## src/scw_pkg.sv

```systemverilog
`default_nettype none
package scw_pkg;

  // clock and derived timing
  localparam int unsigned CLK_MHZ = 200;
  localparam int unsigned US_CYCLES = CLK_MHZ;
  localparam logic [15:0] T_RES8_US = 16'h02BC;
  localparam logic [15:0] T_RES10_US = 16'h0640;
  localparam logic [15:0] T_RES12_US = 16'h1388;
  localparam logic [15:0] T_RES14_US = 16'h4844;
  localparam logic [15:0] T_WIN_SLOW_US = 16'h2710;
  localparam logic [15:0] T_WIN_FAST_US = 16'h0BB8;
  localparam int unsigned WC_NUM = 11;
  localparam int unsigned WC_DEN = 10;

  // register map, printed offsets kept as word indices
  localparam logic [7:0] TEMP_IDX = 8'h11;
  localparam logic [7:0] CUST_IDX = 8'h1C;
  localparam logic [7:0] TEMP_ADDR = {TEMP_IDX[5:0], 2'b00};
  localparam logic [7:0] CUST_ADDR = {CUST_IDX[5:0], 2'b00};
  localparam logic [7:0] STATUS_ADDR = 8'h00;
  localparam logic [7:0] ACTIVE_ADDR = 8'h04;
  localparam logic [7:0] CTRL_ADDR = 8'h08;

  // reset values and control fields
  localparam logic [15:0] TEMP_RESET = 16'h8D92;
  localparam logic [15:0] CUST_RESET = 16'h0028;
  localparam logic [2:0] COMM_LOCKED = 3'h3;
  localparam logic [2:0] LOCK_RESET = 3'h3;
  localparam int unsigned CTRL_LOCK_LSB = 0;
  localparam int unsigned CTRL_RESTART_BIT = 3;

  typedef enum logic [1:0] {
    ST_WINDOW = 2'b00,
    ST_CMD = 2'b01,
    ST_NORMAL = 2'b10
  } scw_state_t;

  typedef struct packed {
    logic [3:0] rsvd_hi;
    logic [1:0] resolution;
    logic rsvd_9;
    logic [2:0] temp_trim;
    logic [2:0] conv_offset_cap_sel;
    logic [2:0] conv_ref_cap_sel;
  } scw_temp_cfg_t;

  typedef struct packed {
    logic [1:0] rsvd_hi;
    logic fast_startup;
    logic ready_od;
    logic spi_phase;
    logic hi_od;
    logic hi_pol;
    logic lo_od;
    logic lo_pol;
    logic [6:0] slave_addr_field;
  } scw_cust_cfg_t;

  typedef struct packed {
    logic o;
    logic oe;
  } scw_pin_t;

  function automatic logic [15:0] scw_period_us(input logic [1:0] res);
    logic [15:0] p;
    p = T_RES14_US;
    unique case (res)
      2'b00: p = T_RES8_US;
      2'b01: p = T_RES10_US;
      2'b10: p = T_RES12_US;
      2'b11: p = T_RES14_US;
    endcase
    return p;
  endfunction

  function automatic logic [15:0] scw_worst_us(input logic [1:0] res);
    logic [31:0] t;
    t = 32'(scw_period_us(res)) * WC_NUM / WC_DEN;
    return t[15:0];
  endfunction

  function automatic logic [15:0] scw_window_us(input logic fast);
    return fast ? T_WIN_FAST_US : T_WIN_SLOW_US;
  endfunction

  // open drain can only pull low, so the line is released for high
  function automatic scw_pin_t scw_drive(input logic active, input logic pol,
                                         input logic od);
    scw_pin_t p;
    logic lvl;
    lvl = active ^ pol;
    p.o = od ? 1'b0 : lvl;
    p.oe = od ? ~lvl : 1'b1;
    return p;
  endfunction

endpackage
`default_nettype wire

```

## src/scw_config_regs.sv

```systemverilog
`timescale 1ns/100ps
`default_nettype none
module scw_config_regs #(
  parameter int unsigned TICK_CYCLES = scw_pkg::US_CYCLES
) (
  // clock and reset
  input wire logic core_clk_in,
  input wire logic rst_n_in,
  // apb slave
  input wire logic psel_in,
  input wire logic penable_in,
  input wire logic pwrite_in,
  input wire logic [7:0] paddr_in,
  input wire logic [31:0] pwdata_in,
  output logic [31:0] prdata_out,
  output logic pready_out,
  output logic pslverr_out,
  // command and serial front end
  input wire logic cmd_enter_in,
  input wire logic leave_cmd_mode_cmd_in,
  input wire logic addr_valid_in,
  input wire logic [6:0] rx_addr_in,
  input wire logic sclk_pin_in,
  input wire logic data_read_in,
  // alarm conditions
  input wire logic alarm_low_in,
  input wire logic alarm_high_in,
  // measurement, command and serial front end
  output scw_pkg::scw_temp_cfg_t temp_fe_out,
  output logic meas_start_out,
  output logic cmd_mode_out,
  output logic addr_match_out,
  output logic miso_shift_out,
  output logic miso_sample_edge_out,
  // pins
  output scw_pkg::scw_pin_t alarm_low_pin_out,
  output scw_pkg::scw_pin_t alarm_high_pin_out,
  output scw_pkg::scw_pin_t ready_pin_out
);
  import scw_pkg::*;

  localparam logic [15:0] TICK_LAST = 16'(TICK_CYCLES - 1);

  scw_temp_cfg_t temp_q;
  scw_temp_cfg_t temp_act_q;
  scw_cust_cfg_t cust_q;
  scw_cust_cfg_t cust_act_q;
  scw_state_t state_q;
  scw_state_t state_d;
  scw_pin_t alarm_lo_q;
  scw_pin_t alarm_hi_q;
  scw_pin_t ready_q;
  logic [2:0] lock_q;
  logic [15:0] tick_cnt_q;
  logic [15:0] win_cnt_q;
  logic [15:0] meas_cnt_q;
  logic meas_busy_q;
  logic meas_start_q;
  logic data_ready_q;
  logic addr_match_q;
  logic sclk_prev_q;
  logic miso_shift_q;
  logic pready_q;
  logic cmd_mode_q;
  logic pslverr_q;
  logic [31:0] prdata_q;

  // ---------- decode ----------
  wire tick_w = (tick_cnt_q == TICK_LAST);
  wire apb_take_w = psel_in & penable_in & ~pready_q;
  wire apb_done_w = psel_in & penable_in & pready_q;
  wire wr_w = apb_done_w & pwrite_in;
  wire sel_temp_w = (paddr_in == TEMP_ADDR);
  wire sel_cust_w = (paddr_in == CUST_ADDR);
  wire sel_status_w = (paddr_in == STATUS_ADDR);
  wire sel_active_w = (paddr_in == ACTIVE_ADDR);
  wire sel_ctrl_w = (paddr_in == CTRL_ADDR);
  wire addr_hit_w = sel_temp_w | sel_cust_w | sel_status_w | sel_active_w | sel_ctrl_w;
  wire restart_w = wr_w & sel_ctrl_w & pwdata_in[CTRL_RESTART_BIT];
  wire leave_w = (state_q == ST_CMD) & leave_cmd_mode_cmd_in;
  wire cust_load_w = restart_w | leave_w;
  wire win_end_w = tick_w & (win_cnt_q == 16'h0001);
  wire meas_go_w = (state_q == ST_NORMAL) & ~meas_busy_q & ~restart_w;
  wire meas_done_w = meas_busy_q & tick_w & (meas_cnt_q == 16'h0001);
  wire addr_ok_w = (lock_q != COMM_LOCKED) | (rx_addr_in == cust_act_q.slave_addr_field);
  wire sclk_lvl_w;
  wire sclk_rise_w = sclk_lvl_w & ~sclk_prev_q;
  wire sclk_fall_w = ~sclk_lvl_w & sclk_prev_q;
  wire [31:0] status_w = {24'h000000, 2'b00, temp_act_q.resolution, data_ready_q,
                          meas_busy_q, state_q};
  wire [31:0] rd_mux_w = sel_temp_w ? {16'h0000, temp_q} :
                         sel_cust_w ? {16'h0000, cust_q} :
                         sel_status_w ? status_w :
                         sel_active_w ? {cust_act_q, temp_act_q} :
                         sel_ctrl_w ? {29'h00000000, lock_q} : 32'h00000000;

  scw_pin_sync u_sclk_sync (
    .core_clk_in(core_clk_in),
    .rst_n_in(rst_n_in),
    .pin_in(sclk_pin_in),
    .level_out(sclk_lvl_w)
  );

  // ---------- microsecond tick ----------
  always_ff @(posedge core_clk_in) begin
    if (!rst_n_in || tick_w) begin
      tick_cnt_q <= 16'h0000;
    end else begin
      tick_cnt_q <= tick_cnt_q + 16'h0001;
    end
  end

  // ---------- apb slave, answers one cycle into the access phase ----------
  always_ff @(posedge core_clk_in) begin
    if (!rst_n_in) begin
      pready_q <= 1'b0;
      pslverr_q <= 1'b0;
      prdata_q <= 32'h00000000;
    end else begin
      pready_q <= apb_take_w;
      if (apb_take_w) begin
        pslverr_q <= ~addr_hit_w;
        prdata_q <= pwrite_in ? 32'h00000000 : rd_mux_w;
      end
    end
  end

  // stored words; reserved bits are kept as written
  always_ff @(posedge core_clk_in) begin
    if (!rst_n_in) begin
      temp_q <= TEMP_RESET;
      cust_q <= CUST_RESET;
      lock_q <= LOCK_RESET;
    end else begin
      if (wr_w && sel_temp_w) begin
        temp_q <= pwdata_in[15:0];
      end
      if (wr_w && sel_cust_w) begin
        cust_q <= pwdata_in[15:0];
      end
      if (wr_w && sel_ctrl_w) begin
        lock_q <= pwdata_in[CTRL_LOCK_LSB +: 3];
      end
    end
  end

  // ---------- startup window and command mode ----------
  always_comb begin
    state_d = state_q;
    unique case (state_q)
      ST_WINDOW: begin
        if (cmd_enter_in) begin
          state_d = ST_CMD;
        end else if (win_end_w) begin
          state_d = ST_NORMAL;
        end
      end
      ST_CMD: begin
        if (leave_cmd_mode_cmd_in) begin
          state_d = ST_NORMAL;
        end
      end
      ST_NORMAL: begin
        state_d = ST_NORMAL;
      end
      default: begin
        state_d = ST_WINDOW;
      end
    endcase
    if (restart_w) begin
      state_d = ST_WINDOW;
    end
  end

  always_ff @(posedge core_clk_in) begin
    if (!rst_n_in) begin
      state_q <= ST_WINDOW;
      cmd_mode_q <= 1'b0;
    end else begin
      state_q <= state_d;
      cmd_mode_q <= (state_d == ST_CMD);
    end
  end

  // reset window uses the reset customer word, whose fast bit is clear
  always_ff @(posedge core_clk_in) begin
    if (!rst_n_in) begin
      win_cnt_q <= T_WIN_SLOW_US;
    end else if (restart_w) begin
      win_cnt_q <= scw_window_us(cust_q.fast_startup);
    end else if (state_q == ST_WINDOW && tick_w && win_cnt_q != 16'h0000) begin
      win_cnt_q <= win_cnt_q - 16'h0001;
    end
  end

  // working customer copy changes only on a load event
  always_ff @(posedge core_clk_in) begin
    if (!rst_n_in) begin
      cust_act_q <= CUST_RESET;
    end else if (cust_load_w) begin
      cust_act_q <= cust_q;
    end
  end

  // ---------- measurement sequencer ----------
  always_ff @(posedge core_clk_in) begin
    if (!rst_n_in) begin
      temp_act_q <= TEMP_RESET;
      meas_busy_q <= 1'b0;
      meas_cnt_q <= 16'h0000;
      meas_start_q <= 1'b0;
    end else begin
      meas_start_q <= meas_go_w;
      if (meas_go_w) begin
        temp_act_q <= temp_q;
        meas_busy_q <= 1'b1;
        meas_cnt_q <= scw_period_us(temp_q.resolution);
      end else begin
        if (restart_w || meas_done_w) begin
          meas_busy_q <= 1'b0;
        end
        if (meas_busy_q && tick_w && meas_cnt_q != 16'h0000) begin
          meas_cnt_q <= meas_cnt_q - 16'h0001;
        end
      end
    end
  end

  // new result beats a read in the same cycle
  always_ff @(posedge core_clk_in) begin
    if (!rst_n_in) begin
      data_ready_q <= 1'b0;
    end else if (meas_done_w) begin
      data_ready_q <= 1'b1;
    end else if (data_read_in) begin
      data_ready_q <= 1'b0;
    end
  end

  // ---------- serial address and read-data edge ----------
  always_ff @(posedge core_clk_in) begin
    if (!rst_n_in) begin
      addr_match_q <= 1'b0;
      sclk_prev_q <= 1'b0;
      miso_shift_q <= 1'b0;
    end else begin
      addr_match_q <= addr_valid_in & addr_ok_w;
      sclk_prev_q <= sclk_lvl_w;
      // shift on the edge opposite to the one the master samples on
      miso_shift_q <= cust_act_q.spi_phase ? sclk_rise_w : sclk_fall_w;
    end
  end

  // ---------- pin drivers ----------
  always_ff @(posedge core_clk_in) begin
    if (!rst_n_in) begin
      alarm_lo_q <= scw_drive(1'b0, 1'b0, 1'b0);
      alarm_hi_q <= scw_drive(1'b0, 1'b0, 1'b0);
      ready_q <= scw_drive(1'b0, 1'b0, 1'b0);
    end else begin
      alarm_lo_q <= scw_drive(alarm_low_in, cust_act_q.lo_pol, cust_act_q.lo_od);
      alarm_hi_q <= scw_drive(alarm_high_in, cust_act_q.hi_pol, cust_act_q.hi_od);
      ready_q <= scw_drive(data_ready_q, 1'b0, cust_act_q.ready_od);
    end
  end

  assign prdata_out = prdata_q;
  assign pready_out = pready_q;
  assign pslverr_out = pslverr_q;
  assign temp_fe_out = temp_act_q;
  assign meas_start_out = meas_start_q;
  assign cmd_mode_out = cmd_mode_q;
  assign addr_match_out = addr_match_q;
  assign miso_shift_out = miso_shift_q;
  assign miso_sample_edge_out = cust_act_q.spi_phase;
  assign alarm_low_pin_out = alarm_lo_q;
  assign alarm_high_pin_out = alarm_hi_q;
  assign ready_pin_out = ready_q;
endmodule
`default_nettype wire

```

## src/scw_pin_sync.sv

```systemverilog
`timescale 1ns/100ps
`default_nettype none
module scw_pin_sync (
  // clock and reset
  input wire logic core_clk_in,
  input wire logic rst_n_in,
  // asynchronous pin
  input wire logic pin_in,
  // filtered level
  output logic level_out
);
  logic s1_q;
  logic s2_q;
  logic s3_q;

  always_ff @(posedge core_clk_in) begin
    if (!rst_n_in) begin
      s1_q <= 1'b0;
      s2_q <= 1'b0;
      s3_q <= 1'b0;
    end else begin
      s1_q <= pin_in;
      s2_q <= s1_q;
      s3_q <= s2_q;
    end
  end

  // a change counts only once the second and third stages agree
  always_ff @(posedge core_clk_in) begin
    if (!rst_n_in) begin
      level_out <= 1'b0;
    end else if (s2_q == s3_q) begin
      level_out <= s3_q;
    end
  end
endmodule
`default_nettype wire

```

## config.mk

```make
export PLATFORM = sky130hd
export DESIGN_NAME = scw_config_regs
export DESIGN_NICKNAME = d
export VERILOG_FILES = /design/src/scw_pkg.sv /design/src/scw_config_regs.sv /design/src/scw_pin_sync.sv
export SDC_FILE = /design/constraint.sdc
export NUM_CORES = 1
export LEC_CHECK = 0
export ABC_AREA = 1
export CAP_MARGIN = 30
export CELL_PAD_IN_SITES_DETAIL_PLACEMENT = 0
export CELL_PAD_IN_SITES_GLOBAL_PLACEMENT = 1
export CORE_ASPECT_RATIO = 0.75
export CORE_MARGIN = 2
export CORE_UTILIZATION = 41
export CTS_CLUSTER_DIAMETER = 40
export DETAILED_ROUTE_END_ITERATION = 10
export DONT_BUFFER_PORTS = 1
export PLACE_DENSITY_LB_ADDON = 0.2
export RECOVER_POWER = 50
export SLEW_MARGIN = 20
export SYNTH_ARGS = -nofsm -noshare
export SYNTH_HDL_FRONTEND = slang
export SYNTH_SLANG_ARGS = --single-unit
export TNS_END_PERCENT = 20
```

## constraint.sdc

```tcl
create_clock -name core_clk_in -period 1.7 [get_ports core_clk_in]
set_input_delay 0.34 -clock core_clk_in [delete_from_list [all_inputs] [get_ports core_clk_in]]
set_output_delay 0.34 -clock core_clk_in [all_outputs]
set_load 0.005 [all_outputs]
```

Word level (Yosys, flattened, before mapping) --
Index checks and enable logic that the tools add are counted.
Storage, ports and cells: register bits 168, input port bits 59, output and inout bits 61, logic and storage cells 154
Cells by class: add/sub/neg operators 3, equal/unequal tests 16, muxes and demuxes 22, bitwise logic cells 33, reduce and logical (&&, ||, !) cells 25
Operator list (number):
- $mux W32 | 5
- $mux W16 | 4
- $pmux W16 S4 | 1
- $eq A16 B1 Y1 const B | 2
- $reduce_bool A16 Y1 | 2
- $sub A16 B1 Y16 const B | 2
- $add A16 B1 Y16 const B | 1
- $eq A16 B8 Y1 const B | 1
- $eq A8 B7 Y1 const B | 2
- $and A1 B1 Y1 | 15
- $mux W14 | 1
- $not A1 Y1 | 10
- $eq A8 B3 Y1 const B | 1
- $eq A8 B4 Y1 const B | 1
- $logic_not A8 Y1 | 1
- $mux W2 | 4
- $reduce_bool A2 Y1 | 4
- $eq A7 B7 Y1 | 1
- $logic_and A1 B1 Y1 | 7
- $eq A2 B1 Y1 const B | 3
- $eq A2 B2 Y1 const B | 3
- $or A1 B1 Y1 | 6
- $pmux W2 S3 | 1
- $reduce_and A2 Y1 | 3
- 9 further kinds | 18

Longest topological paths before layout --
Gate-level depths: netlist of the first run.
depth after elaboration 8, depth in mapped cells 12, depth with buffers taken out 12

Cells and area by module --
Synthesis of the first run repeated with hierarchy kept, for this count alone.
Second synthesis, totals: cells, all modules 1121, area, all modules 7945.1 µm²
Modules (own cells, without submodules):
- scw_config_regs | times used 1, cells an instance 1108, area an instance 7828.8 µm², seq. area each 3283.1 µm²
- scw_pin_sync | times used 1, cells an instance 13, area an instance 116.4 µm², seq. area each 80.1 µm²

Worst setup path before layout of the first run --
No wires, ideal clock.
path kind register to register, start point reg tick_cnt_q[0], end point reg win_cnt_q[9], library setup time 134 ps, arrival time 1431 ps, required time 1566 ps, path slack 136 ps, cell stages (with the launch flop) 13, buffers on the path 0, clock period less this slack 1564 ps, cells stage by stage dfxtp_1 ha_1 inv_1 nor2_1 nand2_1 nor2_1 nand2_1 inv_1 nand3_2 nand2_4 inv_1 nand2_1 nand3_1
On the way: longest elaborated chain between the ends 4
Ends and longest elaborated chain:
- from (decl) | line scw_config_regs.sv:54 | logic [15:0] tick_cnt_q;
- from (signal assigned) | line scw_config_regs.sv:109 | tick_cnt_q <= tick_cnt_q + 16'h0001;
- $eq A16 B8 Y1 | line scw_config_regs.sv:69 | wire tick_w = (tick_cnt_q == TICK_LAST);
- $logic_and A1 B1 Y1 (2 in series) | line scw_config_regs.sv:191 | end else if (state_q == ST_WINDOW && tick_w && win_cnt_q != 16'h0000) begin
- $reduce_bool A2 Y1 (no source line)
- to (signal assigned) | line scw_config_regs.sv:190 | win_cnt_q <= scw_window_us(cust_q.fast_startup);
- to (signal assigned) | line scw_config_regs.sv:192 | win_cnt_q <= win_cnt_q - 16'h0001;
- to (decl) | line scw_config_regs.sv:55 | logic [15:0] win_cnt_q;
Every way passes these cells. A chain may end at the register's enable or synchronous reset.

Worst setup path in the final report of the first run --
start point reg tick_cnt_q[1], end point reg win_cnt_q[5]
Same word-level chain as after synthesis.

==> impl_metrics.json, run 1 <==
{
  "status": "complete, no violations",
  "worstPathRequired_ns": 2.06,
  "cts_sinks": 168,
  "rsz0062_at_grt": "yes",
  "cts-buffers-inserted": 17,
  "cts_tree": "yes",
  "row_count": 43,
  "crit_path_max_fanout": 4,
  "worstPathArrival_ns": 1.94,
  "final_common_cell": "nand2_1",
  "grt_pass1_vias": 6582,
  "dr.pass1.iters": 7,
  "clk_latency_ns": 0.43,
  "synth_warnings": 0,
  "p_per_area_nw_per_um2": 903,
  "min_from": "rst_n_in",
  "postSynthCellCount": 1137,
  "hold-worst-slack_ns": 0.0322,
  "clk_pin_slew_ns": 0.07,
  "synth_top_cell_area_share": 0.431,
  "syn_nets": 1208,
  "num_vias": 7303,
  "synth_fa_ha_area_frac": 0.0192,
  "io_buffers": 0,
  "maxCapViolCount": 0,
  "netlist_area_sq_um": 7810,
  "overflow": 0,
  "start_kind": "register",
  "yosysUniqueCellTypes": 36,
  "max-slew-margin-rel": 0.711,
  "dieArea_sq_um": 20200,
  "clk_path_buf_depth": 2,
  "met3_usage": 0.0564,
  "seqCellArea_sq_um": 3370,
  "n_antenna_cell": 0,
  "power_mw": 8.55,
  "finClkSkew_ns": 0.0105,
  "final.min_clock_period_ns": 1.59,
  "synth-xor-area-share": 0.0224,
  "avgSynthCellArea_sq_um": 6.87,
  "r2r_cells": 12,
  "drv_slew": 0,
  "rrSetupSlack_ns": 0.11,
  "grt_use_met1": 0.352,
  "yosysTopAreaCell": "dfxtp_1",
  "muxShareOfSynthArea": 0,
  "crit_type": "reg2reg",
  "final_cell_count_no_fill": 1471,
  "met2_usage": 0.313,
  "rr_startpoint": "tick_cnt_q[1]$_SDFF_PP0_",
  "p_leak_nw": 4.22,
  "via_per_inst": 4.96,
  "antenna_found_initial": 0,
  "yosys.area_share.simple": 0.297,
  "period_share": 0.933,
  "grt_max_degree": 59,
  "drt-total-wl_mm": 22.5,
  "layout_common_cells": "nand2_1, dfxtp_1, nor2_1, inv_1, a21oi_1",
  "ctsHtreeMaxLevel": 4,
  "synth_compound_gate_area_share": 0.140,
  "multiInputGateArea_sq_um": 3850,
  "tightest_slew_ns": 0.434,
  "drc": 0,
  "dp.cells": 1437,
  "die_h_microns": 124,
  "fp.dieW_microns": 163,
  "rr_endpoint": "win_cnt_q[5]$_SDFFE_PN0P_",
  "finalHoldViolCount": 0,
  "initial_core_util": 0.421,
  "gp_congestion": 0.841,
  "ys_seq_area_frac": 0.431,
  "n_fill_cell": 1888,
  "drtIter0Drc": 550,
  "core_area_sq_um": 18600,
  "end_kind": "register",
  "hpwl_mm": 16.7,
  "grt_first_pass_wirelength_mm": 35.4,
  "holdPathEnd": "u_sclk_sync.s2_q$_SDFF_PN0_",
  "peakVddDrop_mv": 0.463,
  "synth_top_family_by_area": "simple AND/OR/NAND/NOR gates",
  "fmax_mhz": 630,
  "worst_hold_path_type": "in2reg",
  "cts-root-buf": "clkbuf_16",
  "ys_seq_elements": 168,
  "synth.area.top_cells": "dfxtp_1, nand2_1, nor2_1",
  "layout.nets": 1283,
  "wl_per_cell_microns": 15.3,
  "drive_gt1_frac": 0.142,
  "min_path_cells": 2,
  "grtUsageTotal": 0.228,
  "syn_to_final_growth_pct": 21.2,
  "final_antenna_net_count": 0,
  "ios": 120,
  "setup-violations-final": 0,
  "grt-busiest-layer": "met1"
}
-- per-layer routing --
layer  part of all wire  wire [microns]
met1               0.53           11900
met4             0.0095             214
met5                  0               0
met2               0.39            8860
met3              0.067            1500
-- report_power, final --
| group | total, mW | internal, mW | switching [mW] |
|---|---|---|---|
| registers | 4.05 | 4.00 | 0.0540 |
| clock network | 3.79 | 1.97 | 1.83 |
| logic | 0.707 | 0.279 | 0.428 |
| total | 8.55 | 6.24 | 2.31 |
-- state kept, by name, summed over array words and instances (netlist names), 3 cells and up --
signal,count
cust_act_q,15
cust_q,16
lock_q,3
meas_cnt_q,16
prdata_out,32
temp_fe_out,16
temp_q,16
tick_cnt_q,16
win_cnt_q,16
-- synthesized netlist by cell type (all sizes together) --
cell,instances
nand2,285
dfxtp,168
nor2,153
inv,143
a21oi,92
nand3,84
o21ai,79
buf,19
clkbuf,18
xor2,15
o211ai,13
ha,12
nand4,12
nor3,12
a22oi,7
o22ai,7
o21bai,5
xnor2,5
clkinv,2
nand3b,2
or2,2
a31oi,1
nor3b,1
-- worst max-delay path by stage --
stage | start | endpoint | slack, ns | depth (start not counted)
after floorplan | tick_cnt_q[0]$_SDFF_PP0_ | win_cnt_q[9]$_SDFFE_PN1P_ | 0.14 | 12
after global placement | paddr_in[1] | win_cnt_q[5]$_SDFFE_PN0P_ | -0.07 | 10
after detailed placement | paddr_in[1] | meas_cnt_q[1]$_SDFFE_PN0P_ | -0.08 | 9
after CTS | tick_cnt_q[0]$_SDFF_PP0_ | win_cnt_q[5]$_SDFFE_PN0P_ | 0.0005 | 12
after global routing | meas_cnt_q[8]$_SDFFE_PN0P_ | meas_cnt_q[9]$_SDFFE_PN0P_ | -0.02 | 11
final | tick_cnt_q[1]$_SDFF_PP0_ | win_cnt_q[5]$_SDFFE_PN0P_ | 0.11 | 12
-- logic make-up (layout without fill, tap and decap cells) --
logic type                 after synthesis  after routing
AOI/OAI and AO/OA                      204            204
adders and majority gates               12             12
and+or+nand+nor                        551            551
buffers and inverters                  182            269
xor gates and xnor gates                20             20
DFF                                    168            168
-- worst max-delay path, cell delays in order, from the launching register on --
cell     delay, ns
dfxtp_2       0.35
ha_4          0.14
inv_1         0.05
nor2_2        0.11
nand2_1       0.08
nor2_2        0.09
nand2_2       0.11
inv_2         0.10
nand3_4       0.10
nand2_4       0.10
buf_4         0.13
nand2_1       0.05
a21oi_1       0.11
-- stage by stage --
stage / setup WS [ns] / utilization / cell area [sq um] / setup TNS [ns]
2_1_floorplan: 0.136 / - / 7810 / 0
5_1_grt: -0.0194 / 0.510 / 9470 / -0.0635
4_1_cts: 0.000452 / 0.504 / 9350 / 0
3_3_place_gp: -0.0705 / 0.471 / 8740 / -0.410
6_report: 0.114 / 0.510 / 9470 / 0
3_5_place_dp: -0.0815 / 0.471 / 8740 / -0.852
-- area by class of cell --
type	count	share of cell area
Tap cell	247	0.0326
Multi-Input combinational cell	787	0.407
Sequential cell	168	0.356
Inverter	145	0.0583
Clock buffer	17	0.0449
Timing Repair Buffer	93	0.0852
Clock inverter	14	0.0164
-- timing repair --
| item | in CTS | in global routing |
|---|---|---|
| setup endpoints to repair | 8 | 42 |
| hold buffers | 2 | 0 |
| gates resized for setup | 2 | 41 |
| buffers inserted | 0 | 1 |
| hold endpoints to repair | 4 | 0 |
| pin swaps | 0 | 8 |
Note: power is estimated with default switching activity, not from simulation.
==> run 2: changes to the inputs <==
CORE_UTILIZATION = 43   (was 41)
CTS_BUF_LIST = sky130_fd_sc_hd__clkbuf_4 sky130_fd_sc_hd__clkbuf_8   (was default)
SYNTH_HIERARCHICAL = 1   (was default)
==> impl_metrics.json, run 2 <==
{
  "fp.dieW_microns": 161,
  "ys_seq_area_frac": 0.423,
  "clk_latency_ns": 0.47,
  "synth_warnings": 6,
  "final_common_cell": "nand2_1",
  "row_count": 43,
  "layout_common_cells": "nand2_1, dfxtp_1, nor2_1, inv_1, a21oi_1",
  "via_per_inst": 4.98,
  "drv_slew": 0,
  "layout_setup_ws_ns": 0.0928,
  "cp_slowest_stage_delay_ns": 0.37,
  "pre_cts_slack_ns": -0.0502,
  "period_share": 0.945,
  "final_antenna_net_count": 0,
  "fin_util": 0.518,
  "postSynthCellCount": 1121,
  "clk_path_buf_depth": 2,
  "clk_pin_slew_ns": 0.10,
  "hpwl_mm": 16.7,
  "dieArea_sq_um": 19600,
  "p_per_area_nw_per_um2": 837,
  "overflow": 0,
  "place_area_sq_um": 8740,
  "ys_seq_elements": 168,
  "drt-total-wl_mm": 22.9,
  "fmax_mhz": 622,
  "yosysUniqueCellTypes": 39,
  "end_kind": "register",
  "synth_edf_count": 0,
  "ios": 120,
  "cts-root-buf": "clkbuf_8",
  "cts_tree": "yes",
  "yosysTopAreaCell": "dfxtp_1",
  "worstPathRequired_ns": 2.10,
  "drc": 0,
  "gp_congestion": 0.874,
  "syn_to_final_growth_pct": 19.4,
  "avgSynthCellArea_sq_um": 7.09,
  "setup-violations-final": 0,
  "design_area_sq_um": 9480,
  "initial_core_util": 0.434,
  "crit_buf_inv": 2,
  "cts-buffers-inserted": 17,
  "critPathTopFamily": "simple AND/OR/NAND/NOR gates",
  "grt_max_degree": 40,
  "p_leak_nw": 4.11,
  "core_area_sq_um": 18300,
  "grt_first_pass_wirelength_mm": 36.2,
  "grt_pass1_vias": 6725,
  "tightest_slew_ns": 0.904,
  "drive_gt1_frac": 0.151,
  "largest_reg_flops": 32,
  "crit_path_max_fanout": 8,
  "max-slew-margin-rel": 0.397,
  "crit_chain": "ha_4, inv_2, nor3_2, nand2_1, nor2_2, nand3_2, nand2_4, buf_4, nand2_1, a21oi_1",
  "worstPathArrival_ns": 2.00,
  "rsz0062_at_grt": "yes",
  "wl_per_cell_microns": 15.6,
  "die_h_microns": 122,
  "layout.nets": 1278,
  "maxCapViolCount": 0,
  "synth_commonest_cells": "nand2_1, dfxtp_1, nor2_1",
  "dp.cells": 1415,
  "ctsHtreeMaxLevel": 4,
  "antenna_found_initial": 0,
  "dr.pass1.iters": 6,
  "finalHoldViolCount": 0,
  "crit_type": "reg2reg",
  "power_mw": 7.94,
  "synth.area.top_cells": "dfxtp_1, nand2_1, nor2_1",
  "finClkSkew_ns": 0.0193,
  "critPathSlowestCell": "dfxtp_2",
  "synthArstFlopShare": 0,
  "num_vias": 7305,
  "status": "complete, no violations",
  "crit_top_cell": "nand2_1",
  "final_cell_count_no_fill": 1467,
  "n_antenna_cell": 0,
  "grtUsageTotal": 0.235,
  "netlist_area_sq_um": 7950,
  "synth_top_cell_area_share": 0.423,
  "synth_flop_cell": "dfxtp_1",
  "worst_hold_path_type": "in2reg",
  "syn_nets": 1192,
  "final.min_clock_period_ns": 1.61,
  "peakVddDrop_mv": 0.417,
  "cts_sinks": 168,
  "drtIter0Drc": 585,
  "io_buffers": 0,
  "start_kind": "register",
  "synth.most_common_cell": "nand2_1"
}
## run 2: path summary, 6_finish.rpt
kind                                  to  cells after the start                         from  slack [ns]
max reg2reg  meas_cnt_q[15]$_SDFFE_PN0P_                     10     tick_cnt_q[1]$_SDFF_PP0_        0.09
min               temp_q[5]$_SDFFE_PN0P_                      2                 pwdata_in[5]        0.04
min reg2reg  u_sclk_sync/s2_q$_SDFF_PN0_                      2  u_sclk_sync/s1_q$_SDFF_PN0_        0.42
max          meas_cnt_q[15]$_SDFFE_PN0P_                     10     tick_cnt_q[1]$_SDFF_PP0_        0.09
## run 2: timing repair
| action | 4_1_cts | 5_1_grt |
|---|---|---|
| hold buffers | 18 | 0 |
| endpoints found under the hold margin | 59 | 0 |
| buffers inserted | 0 | 2 |
| setup endpoints to repair | 5 | 48 |
| pin swaps | 0 | 9 |
| gates resized for setup | 4 | 35 |
## run 2: logic make-up after synthesis
logic type / after synthesis / synth area share
fa+ha+maj: 12 / 0.0189
simple gates: 558 / 0.307
flops: 168 / 0.423
compound gates: 194 / 0.133
buf+inv: 163 / 0.0888
xor+xnor: 26 / 0.0287
## run 2: area by class of cell
type,instances,area [sq um]
clock buffers,17,234
clock inverters,15,204
fillers,1852,8810
inverters,122,460
multi-input cells,790,3970
flip-flops and latches,168,3370
well taps,247,309
repair buffers,108,936
## run 2: layer usage
layer / vias to the layer above / global-route usage / share of wire / routed length (microns)
met5: - / 0 / 0 / 0
met4: 0 / 0.0592 / 0.0088 / 201
met3: 17 / 0.0514 / 0.069 / 1580
met2: 201 / 0.328 / 0.39 / 8970
met1: 3312 / 0.363 / 0.53 / 12100
li1: 3775 / - / - / -
## run 2: stage by stage
| stage | hold slack (ns) | setup TNS (ns) |
|---|---|---|
| after floorplan | 0.381 | 0 |
| after global placement | 0.399 | -0.000849 |
| after detailed placement | 0.410 | -0.107 |
| after CTS | 0.00413 | 0 |
| after global routing | 0.0344 | -0.322 |
| final | 0.0423 | 0 |
## run 2: power by group
part | internal (mW) | switching [mW]
Sequential | 4.00 | 0.0581
Clock | 1.28 | 1.78
Combinational | 0.327 | 0.498
